### src/hw/cam_pkg.sv
/*
 * Constants for the counter array mode control block: register address,
 * field positions, value after reset, timebase codes and prescaler counts.
 * Assumes a single system clock domain and an 8-bit special function bus.
 */
package cam_pkg;

    // Register address on the special function bus
    localparam logic [7:0] MODE_ADDR = 8'hD9;
    // Value after reset: only the watchdog enable is set
    localparam logic [7:0] MODE_RESET = 8'h40;

    // Field positions inside counter_array_mode
    localparam int BIT_IDLE_SUSPEND = 7;
    localparam int BIT_WATCHDOG_ENABLE = 6;
    localparam int BIT_WATCHDOG_LOCK = 5;
    localparam int BIT_UNUSED = 4;
    localparam int BIT_TB_HI = 3;
    localparam int BIT_TB_LO = 1;
    localparam int BIT_OVF_IRQ_ENABLE = 0;

    // Timebase select codes
    localparam logic [2:0] TB_SYS_DIV12 = 3'h0;
    localparam logic [2:0] TB_SYS_DIV4 = 3'h1;
    localparam logic [2:0] TB_TIMER0_OVF = 3'h2;
    localparam logic [2:0] TB_EXT_INPUT = 3'h3;
    localparam logic [2:0] TB_SYS = 3'h4;
    localparam logic [2:0] TB_EXT_OSC_DIV8 = 3'h5;
    localparam logic [2:0] TB_RTC_DIV8 = 3'h6;

    // Prescaler terminal counts (divisor minus one)
    localparam logic [3:0] DIV12_LAST = 4'hB;
    localparam logic [1:0] DIV4_LAST = 2'h3;
    localparam logic [2:0] DIV8_LAST = 3'h7;

endpackage

### src/hw/cam_mode_ctrl.sv
/*
 * Counter array mode register and timebase generator. Holds the 8-bit
 * mode register, picks one of seven count sources, gates counting during
 * CPU idle, drives the watchdog enable and the overflow interrupt request.
 * Assumes the counter, its overflow flag and the watchdog compare logic
 * live elsewhere on the same clock; pins and oscillators arrive unsynced.
 */
`timescale 1ns/1ps
`default_nettype none

// Functional notes
// - Idle suspend bit halts counting during CPU idle
// - Watchdog enable makes module five the watchdog
// - Watchdog enable is set after every reset
// - Lock keeps watchdog enabled until next reset
// - Codes 000,001,100: sysclk div 12, 4, 1
// - Code 010 counts timer 0 overflows
// - Code 011 counts external input falling edges
// - Codes 101,110: oscillator div 8, synchronised
// - Overflow interrupt enable gates overflow flag request
// - Watchdog enabled freezes timebase and idle bits
module cam_mode_ctrl (
    input wire logic i_mclk,
    input wire logic i_resetn,
    input wire logic [7:0] i_sfr_addr,
    input wire logic i_sfr_wr,
    input wire logic i_sfr_rd,
    input wire logic [7:0] i_sfr_wdata,
    input wire logic i_cpu_idle,
    input wire logic i_timer0_ovf,
    input wire logic i_ext_count_in,
    input wire logic i_ext_osc_clk,
    input wire logic i_rtc_osc_clk,
    input wire logic i_counter_overflow_flag,
    output logic [7:0] o_sfr_rdata,
    output logic o_count_tick,
    output logic o_array_run,
    output logic o_watchdog_active,
    output logic o_irq_req
);

    ////////////////////////////////////////////////////////////////////////
    // Mode register fields
    logic idle_suspend_r; // Halt during idle
    logic watchdog_enable_r; // Module five is watchdog
    logic watchdog_lock_r; // Sticky until reset
    logic [2:0] timebase_select_r; // Count source
    logic overflow_irq_enable_r; // Overflow request mask
    logic mode_wr; // Write strobe decoded
    logic mode_rd; // Read strobe decoded

    assign mode_wr = i_sfr_wr && (i_sfr_addr == cam_pkg::MODE_ADDR);
    assign mode_rd = i_sfr_rd && (i_sfr_addr == cam_pkg::MODE_ADDR);

    // Watchdog enable and lock; setting lock also enables the watchdog
    always_ff @(posedge i_mclk or negedge i_resetn) begin
        if (!i_resetn) begin
            watchdog_enable_r <= cam_pkg::MODE_RESET[cam_pkg::BIT_WATCHDOG_ENABLE];
            watchdog_lock_r <= cam_pkg::MODE_RESET[cam_pkg::BIT_WATCHDOG_LOCK];
        end else if (mode_wr) begin
            // Lock can only be set by software, never cleared
            watchdog_lock_r <= watchdog_lock_r
                || i_sfr_wdata[cam_pkg::BIT_WATCHDOG_LOCK];
            // A locked watchdog ignores attempts to clear its enable
            watchdog_enable_r <= watchdog_lock_r
                || i_sfr_wdata[cam_pkg::BIT_WATCHDOG_LOCK]
                || i_sfr_wdata[cam_pkg::BIT_WATCHDOG_ENABLE];
        end
    end

    // Timebase and idle bits, frozen while the watchdog is running
    always_ff @(posedge i_mclk or negedge i_resetn) begin
        if (!i_resetn) begin
            idle_suspend_r <= cam_pkg::MODE_RESET[cam_pkg::BIT_IDLE_SUSPEND];
            timebase_select_r <= cam_pkg::MODE_RESET[cam_pkg::BIT_TB_HI:cam_pkg::BIT_TB_LO];
        end else if (mode_wr && !watchdog_enable_r) begin
            // Old enable value decides, so disable-and-reconfigure needs two writes
            idle_suspend_r <= i_sfr_wdata[cam_pkg::BIT_IDLE_SUSPEND];
            timebase_select_r <= i_sfr_wdata[cam_pkg::BIT_TB_HI:cam_pkg::BIT_TB_LO];
        end
    end

    // Overflow interrupt mask, always writable
    always_ff @(posedge i_mclk or negedge i_resetn) begin
        if (!i_resetn) begin
            overflow_irq_enable_r <= cam_pkg::MODE_RESET[cam_pkg::BIT_OVF_IRQ_ENABLE];
        end else if (mode_wr) begin
            overflow_irq_enable_r <= i_sfr_wdata[cam_pkg::BIT_OVF_IRQ_ENABLE];
        end
    end

    // Registered read data; bit 4 is never stored and reads zero
    always_ff @(posedge i_mclk or negedge i_resetn) begin
        if (!i_resetn) begin
            o_sfr_rdata <= 8'h00;
        end else if (mode_rd) begin
            o_sfr_rdata <= {idle_suspend_r, watchdog_enable_r, watchdog_lock_r,
                            1'b0, timebase_select_r, overflow_irq_enable_r};
        end else begin
            o_sfr_rdata <= 8'h00;
        end
    end

    ////////////////////////////////////////////////////////////////////////
    // Input synchronisers: pin and both oscillators pass two flops
    logic [2:0] cin_sync_r; // [0] meta, [1] stable, [2] previous
    logic [2:0] ext_sync_r;
    logic [2:0] rtc_sync_r;

    // Oscillators are sampled, so they must run well below half of i_mclk
    always_ff @(posedge i_mclk or negedge i_resetn) begin
        if (!i_resetn) begin
            cin_sync_r <= 3'h7;
            ext_sync_r <= 3'h0;
            rtc_sync_r <= 3'h0;
        end else begin
            cin_sync_r <= {cin_sync_r[1:0], i_ext_count_in};
            ext_sync_r <= {ext_sync_r[1:0], i_ext_osc_clk};
            rtc_sync_r <= {rtc_sync_r[1:0], i_rtc_osc_clk};
        end
    end

    logic cin_fall; // Falling edge of external count input
    logic ext_rise; // Rising edge of external oscillator
    logic rtc_rise; // Rising edge of real-time oscillator

    assign cin_fall = cin_sync_r[2] && !cin_sync_r[1];
    assign ext_rise = !ext_sync_r[2] && ext_sync_r[1];
    assign rtc_rise = !rtc_sync_r[2] && rtc_sync_r[1];

    ////////////////////////////////////////////////////////////////////////
    // Free-running prescalers
    logic [3:0] div12_r;
    logic [1:0] div4_r;
    logic [2:0] ext_div_r;
    logic [2:0] rtc_div_r;

    // System clock prescalers never stop, so a tick is exactly periodic
    always_ff @(posedge i_mclk or negedge i_resetn) begin
        if (!i_resetn) begin
            div12_r <= 4'h0;
            div4_r <= 2'h0;
        end else begin
            div12_r <= (div12_r == cam_pkg::DIV12_LAST) ? 4'h0 : div12_r + 4'h1;
            div4_r <= div4_r + 2'h1;
        end
    end

    // Oscillator dividers count synchronised edges
    always_ff @(posedge i_mclk or negedge i_resetn) begin
        if (!i_resetn) begin
            ext_div_r <= 3'h0;
            rtc_div_r <= 3'h0;
        end else begin
            if (ext_rise) begin
                ext_div_r <= ext_div_r + 3'h1;
            end
            if (rtc_rise) begin
                rtc_div_r <= rtc_div_r + 3'h1;
            end
        end
    end

    ////////////////////////////////////////////////////////////////////////
    // Source selection and idle gating
    logic src_tick; // Selected source fires this cycle
    logic run_now; // Array not halted by idle

    assign run_now = !(idle_suspend_r && i_cpu_idle);

    // Reserved code 111 yields no ticks at all
    always_comb begin
        unique case (timebase_select_r)
            cam_pkg::TB_SYS_DIV12: src_tick = (div12_r == cam_pkg::DIV12_LAST);
            cam_pkg::TB_SYS_DIV4: src_tick = (div4_r == cam_pkg::DIV4_LAST);
            cam_pkg::TB_TIMER0_OVF: src_tick = i_timer0_ovf;
            cam_pkg::TB_EXT_INPUT: src_tick = cin_fall;
            cam_pkg::TB_SYS: src_tick = 1'b1;
            cam_pkg::TB_EXT_OSC_DIV8: src_tick = ext_rise && (ext_div_r == cam_pkg::DIV8_LAST);
            cam_pkg::TB_RTC_DIV8: src_tick = rtc_rise && (rtc_div_r == cam_pkg::DIV8_LAST);
            default: src_tick = 1'b0;
        endcase
    end

    // Registered outputs: tick, run, watchdog and interrupt request
    always_ff @(posedge i_mclk or negedge i_resetn) begin
        if (!i_resetn) begin
            o_count_tick <= 1'b0;
            o_array_run <= 1'b0;
            o_watchdog_active <= 1'b0;
            o_irq_req <= 1'b0;
        end else begin
            o_count_tick <= src_tick && run_now;
            o_array_run <= run_now;
            o_watchdog_active <= watchdog_enable_r;
            o_irq_req <= overflow_irq_enable_r && i_counter_overflow_flag;
        end
    end

    // Gap since the last tick; a counter stands in for a long repetition
    logic [3:0] tick_gap_r; // Cycles since last tick, saturates
    logic tb_div12_r; // Divide by 12 was selected one cycle ago
    logic div12_held_r; // Divide by 12 held since last tick

    // Any source change restarts the check, since prescaler phase is free
    always_ff @(posedge i_mclk or negedge i_resetn) begin
        if (!i_resetn) begin
            tick_gap_r <= 4'hF;
            tb_div12_r <= 1'b0;
            div12_held_r <= 1'b0;
        end else begin
            tb_div12_r <= (timebase_select_r == cam_pkg::TB_SYS_DIV12);
            if (o_count_tick) begin
                // Previous tick must itself come from the divide by 12 source
                tick_gap_r <= 4'h0;
                div12_held_r <= tb_div12_r && (timebase_select_r == cam_pkg::TB_SYS_DIV12);
            end else begin
                tick_gap_r <= (tick_gap_r == 4'hF) ? 4'hF : tick_gap_r + 4'h1;
                if (timebase_select_r != cam_pkg::TB_SYS_DIV12) begin
                    div12_held_r <= 1'b0;
                end
            end
        end
    end
endmodule // cam_mode_ctrl

`default_nettype wire

### config.mk
export PLATFORM = sky130hd
export DESIGN_NAME = cam_mode_ctrl
export DESIGN_NICKNAME = d
export VERILOG_FILES = /design/src/hw/cam_pkg.sv /design/src/hw/cam_mode_ctrl.sv
export SDC_FILE = /design/constraint.sdc
export NUM_CORES = 1
export LEC_CHECK = 0
export CORE_ASPECT_RATIO = 0.9
export CORE_MARGIN = 4
export CORE_UTILIZATION = 45
export CTS_CLUSTER_DIAMETER = 50
export CTS_CLUSTER_SIZE = 20
export DETAILED_ROUTE_END_ITERATION = 12
export DONT_BUFFER_PORTS = 1
export MAX_ROUTING_LAYER = met4
export PLACE_DENSITY_LB_ADDON = 0.12
export SYNTH_ARGS = -nofsm -noshare
export SYNTH_HDL_FRONTEND = slang
export SYNTH_SLANG_ARGS = --single-unit
### constraint.sdc
create_clock -name i_mclk -period 1.4 [get_ports i_mclk]
set_input_delay 0 -clock i_mclk [delete_from_list [all_inputs] [get_ports i_mclk]]
set_output_delay 0 -clock i_mclk [all_outputs]
set_load 0.1 [all_outputs]
After elaboration in Yosys (flattened, before gate mapping)
Cells that the tools add are included.

Bits in registers: 40. Bits of input ports: 26.

Equality and inequality tests: 11. Multiplexer cells: 3. Reduce and logical (&&, ||, !) cells: 19. Add/subtract/negate cells: 4.

Operator list (number): $eq A3 B3 Y1 const B (5); $logic_and A1 B1 Y1 (11); $eq A8 B8 Y1 const B (1); $mux W8 (1); $pmux W1 S7 (1); $add A3 B1 Y3 const B (2); $eq A3 B2 Y1 const B (2); $logic_not A1 Y1 (5); $add A4 B1 Y4 const B (1); $eq A4 B4 Y1 const B (1); $mux W4 (1); $eq A3 B1 Y1 const B (1); $logic_not A3 Y1 (1); $add A2 B1 Y2 const B (1); $eq A2 B2 Y1 const B (1); $logic_or A1 B1 Y1 (2).

Logic depth before layout (Yosys ltp)
Depth in word-level cells: 5. Gate-level depth with buffers: 6. Gate-level depth less buffers: 6.

Least setup slack after synthesis
Ideal clock, no wire load.

Path kind: register to register. From: register ext_div_r[0]. To: register o_count_tick. Data arrival time: 1.083 ns. Library setup time: 0.123 ns. Data required time: 1.277 ns. Cell stages (with the launch flop): 7. Slack: 0.194 ns. Period minus slack after synthesis: 1.206 ns. Cell sequence: dfrtp_1 > ha_1 > ha_1 > nand4b_1 > o22ai_1 > a31oi_1 > a21oi_1.

Word-level cells in the longest chain between the ends: 4.

RTL lines: start, declared (RTL line cam_mode_ctrl.sv:135) `logic [2:0] ext_div_r;`; start signal, assigned (RTL line cam_mode_ctrl.sv:156) `ext_div_r <= ext_div_r + 3'h1;`; $eq A3 B3 Y1 (RTL line cam_mode_ctrl.sv:179) `cam_pkg::TB_EXT_OSC_DIV8: src_tick = ext_rise && (ext_div_r == cam_pkg::DIV8_LAST);`; $logic_and A1 B1 Y1 (RTL line cam_mode_ctrl.sv:179); $pmux W1 S7 (RTL line cam_mode_ctrl.sv:173) `unique case (timebase_select_r)`; $logic_and A1 B1 Y1 (RTL line cam_mode_ctrl.sv:193) `o_count_tick <= src_tick && run_now;`; end signal, assigned (RTL line cam_mode_ctrl.sv:193); end, declared (RTL line cam_mode_ctrl.sv:36) `output logic o_count_tick,`.

Every way passes these cells. A chain may end at the register's enable or synchronous reset.

Final worst setup path
From: input port i_sfr_wr. To: register overflow_irq_enable_r.

Word-level cells in the longest chain between the ends: 1.

RTL lines: start, declared (RTL line cam_mode_ctrl.sv:26) `input wire logic i_sfr_wr,`; $logic_and A1 B1 Y1 (RTL line cam_mode_ctrl.sv:52) `assign mode_wr = i_sfr_wr && (i_sfr_addr == cam_pkg::MODE_ADDR);`; end signal, assigned (RTL line cam_mode_ctrl.sv:86) `overflow_irq_enable_r <= cam_pkg::MODE_RESET[cam_pkg::BIT_OVF_IRQ_ENABLE];`; end signal, assigned (RTL line cam_mode_ctrl.sv:88) `overflow_irq_enable_r <= i_sfr_wdata[cam_pkg::BIT_OVF_IRQ_ENABLE];`; end, declared (RTL line cam_mode_ctrl.sv:48) `logic overflow_irq_enable_r;`.

Every way passes these cells.

==> summary.txt <==
Worst setup path
  • WP data arrival: about 1.5 ns
  • Most frequent cell on the critical path: dlygate4sd3_1
  • Worst setup path class: primary input to flip-flop
  • Slowest CP cell: dlygate4sd3_1
  • Req. time, crit path: 1.57 ns
  • Worst path top cell family by delay: buffers and inverters
  • CP cell instances: dlygate4sd3_1, nand3_4, mux2_2, dlygate4sd3_1
  • CP Capture Type: flip-flop
  • Crit path launch type: primary input
  • Critical path buffers and inverters: 2
  • Crit-path max FO: 3
  • Max stage delay on crit path: between 0.5 and 0.6 ns

Floorplan
  • Die area: 0.004313 mm2
  • # rows: 19
  • # IOs: 38
  • Initial Utilization: about half
  • DIE WIDTH: roughly 69 um
  • Core Region: 0.003114 mm2
  • Die Y: roughly 63 um

Timing
  • Final Setup Violations: 0
  • RSZ-0062 raised after global routing: no
  • Period minus WS final: 1.369 ns
  • Worst Skew: 0.007132 ns
  • Max-slew violation count: 0
  • Setup TNS: 0 ns
  • Final Hold Viols: 0
  • Fin crit share: 97.78%
  • FMAX: 730.5 MHz

Run status
  • Status: finished, final reports clean

Global route
  • Initial antenna violation count: 0
  • Total GRT Usage: 14.80%
  • Largest net degree at the start of global routing: 40
  • Grt ovf: 0
  • First-pass GRT wire length: 4505 um
  • Vias in the first global route: 1008

Route
  • Vias per inst: 5.021
  • Drt total wl: 2547 um
  • Avg WL per Cell: 13.55 um
  • Antenna viol nets, final: 0
  • Drt pass-1 iters: 2
  • Via count: 944
  • Detailed-route DRC error count: 0
  • Drt first-iter violations: 39

Power
  • Sequential Power Share: 55.2%
  • Power Internal: 1786 uW
  • Leak Pwr: between 0.0009 and 0.001 uW
  • Maximum vdd drop: 1130 uV
  • Logic pwr share: 15.6%
  • Clock power share: 29.2%
  • Switching power: 606.2 uW
  • PwrDens: 1247 mW/mm2
  • Sw Share: 25.34%

Yosys
  • Area share of the largest cell type after synthesis: between 50% and 60%
  • Syn Inst Count: 107
  • Number of synthesized register bits: 39
  • Warnings from Yosys: 0
  • Mean Syn Cell Area: 13.99 um2
  • Area leader, netlist: dfrtp_1
  • Top cells by area, synth: dfrtp_1 (59%), dfstp_2 (7.0%), ha_1 (5.0%)
  • Sequential share of the synthesized area: 65.55%
  • Mapped Area: 0.001496 mm2
  • Netlist cell types: 30
  • Syn_nets: 139

Placed design
  • Placed Cells: 159
  • HPWL Detailed: about 1700 um
  • Port Buf Inserts: 0
  • Placer Congestion: approximately 0.67

CTS
  • CTS Buf Count: 5
  • H-tree depth: 2
  • CTS Buffer Depth: 2
  • Clk root buf: clkbuf_8
  • Clock sink total: 39
  • Clock slew seen by the registers of the worst setup and hold paths: about 0.07 ns
  • CTS tree: yes
  • Clk Latency, worst-skew pair: a little under 0.3 ns
  • PostCTS Resize Cnt: 0

Layout
  • Antenna cells: 0
  • Non-filler instance count after layout: around 190
  • Fraction of layout cells with a size suffix above 1: 25.34%
  • Area delta synth->final: 28.18%
  • Final #Nets: about 180

Min path
  • Worst min path class: primary input to flip-flop

Run
  • Max-cap violations: 0
-- sequential cells by signal, indices dropped and copies added, names as in the netlist, 2 cells and up --
name and cells:
rtc_sync_r 3, rtc_div_r 3, ext_div_r 3, o_sfr_rdata 7
div12_r 4, div4_r 2, timebase_select_r 3, ext_sync_r 3
cin_sync_r 3
-- layout make-up --
cell class              instances  area, um2
fillers                       258       1196
flip-flops and latches         39      980.9
multi-input cells              63      493.0
repair buffers                 32      295.3
clock buffers                   7      76.32
well taps                      42      52.55
inverters                       4      15.01
clock inverters                 1      5.005
-- worst paths after layout --
kind | from | end | slack (ns) | cells past startpoint
worst max-delay path | i_sfr_wr | overflow_irq_enable_r | 0.03 | 4
worst max register to register | overflow_irq_enable_r | overflow_irq_enable_r | 0.09 | 2
worst min-delay path | i_sfr_rd | o_sfr_rdata[2] | 0.1 | 2
worst min register to register | ext_sync_r[0] | ext_sync_r[1] | 0.35 | 0
min in group asynchronous | i_resetn | div4_r[0] | 0.17 | 2
max in group asynchronous | i_resetn | cin_sync_r[2] | 0.97 | 2
-- power by group through the flow --
stage          sequential, uW  combinational [uW]  clock [uW]
2_1_floorplan            1370                 190           0
3_3_place_gp             1340                 266           0
3_5_place_dp             1350                 289           0
4_1_cts                  1330                 355         737
5_1_grt                  1340                 418         783
6_report                 1320                 372         699
-- repair_timing --
item / in CTS / in global routing
endpoints found under the setup margin: 0 / 3
setup buffers: 0 / 3
endpoints found under the hold margin: 52 / 1
hold buffers: 17 / 2
-- per-stage QoR --
| step | hold WS, ns | power, uW | util, % | worst slack (ns) | instance area, um2 |
|---|---|---|---|---|---|
| 2_1_floorplan | -0.2956 | 1562 | - | 0.1943 | 1496 |
| 3_3_place_gp | -0.2942 | 1603 | 52.15 | 0.1334 | 1624 |
| 3_5_place_dp | -0.2944 | 1639 | 52.15 | 0.1129 | 1624 |
| 4_1_cts | 0.08421 | 2420 | 60.55 | 0.001165 | 1886 |
| 5_1_grt | 0.09720 | 2541 | 61.59 | 0.007598 | 1918 |
| 6_report | 0.09803 | 2393 | 61.59 | 0.03105 | 1918 |
-- synth_stat cells --
| library cell | instances |
|---|---|
| mux2_2 | 3 |
| dfrtp_1 | 35 |
| dfstp_2 | 4 |
| xor2_1 | 1 |
| and2_1 | 8 |
| nor2_8 | 1 |
| nor3_1 | 1 |
| ha_1 | 6 |
| conb_1 | 1 |
| inv_1 | 4 |
| and4b_1 | 1 |
| o22ai_1 | 2 |
| nor2b_1 | 1 |
| a221o_1 | 1 |
| a21oi_1 | 2 |
| nand2_1 | 13 |
| and4bb_2 | 1 |
| and3_2 | 1 |
| a41o_2 | 1 |
| nand2b_1 | 2 |
| nand3_1 | 1 |
| mux2_4 | 4 |
| nor2_1 | 1 |
| nand4_1 | 1 |
| nand4b_1 | 2 |
| buf_4 | 1 |
| nand3_4 | 1 |
| a31oi_1 | 2 |
| xnor2_1 | 2 |
| o21ai_0 | 3 |
-- kinds of logic after synthesis --
family / synth area share, %
mux: 6.271
buf+inv: 1.505
other cells: 0.2506
simple gates: 14.88
xor+xnor: 1.756
fa+ha+maj: 5.017
flops: 65.55
compound gates: 4.765
-- routing by layer --
layer / wire length [um] / global-route usage (%) / up-vias
li1: - / - / 440
met1: 1080 / 17.65 / 468
met2: 1230 / 22.17 / 30
met3: 184 / 5.396 / 6
met4: 53 / 6.569 / 0
met5: 0 / - / -
-- layout by cell type (no fill, tap or decap), drive strengths merged, types with 3 or more instances in the layout --
master       count
dlygate4sd3     17
mux2             7
buf             15
clkbuf           7
inv              4
nand2           13
dfstp            4
o21ai            3
dfrtp           35
ha               6
and2             8
Power figures use the tool's default switching activity.
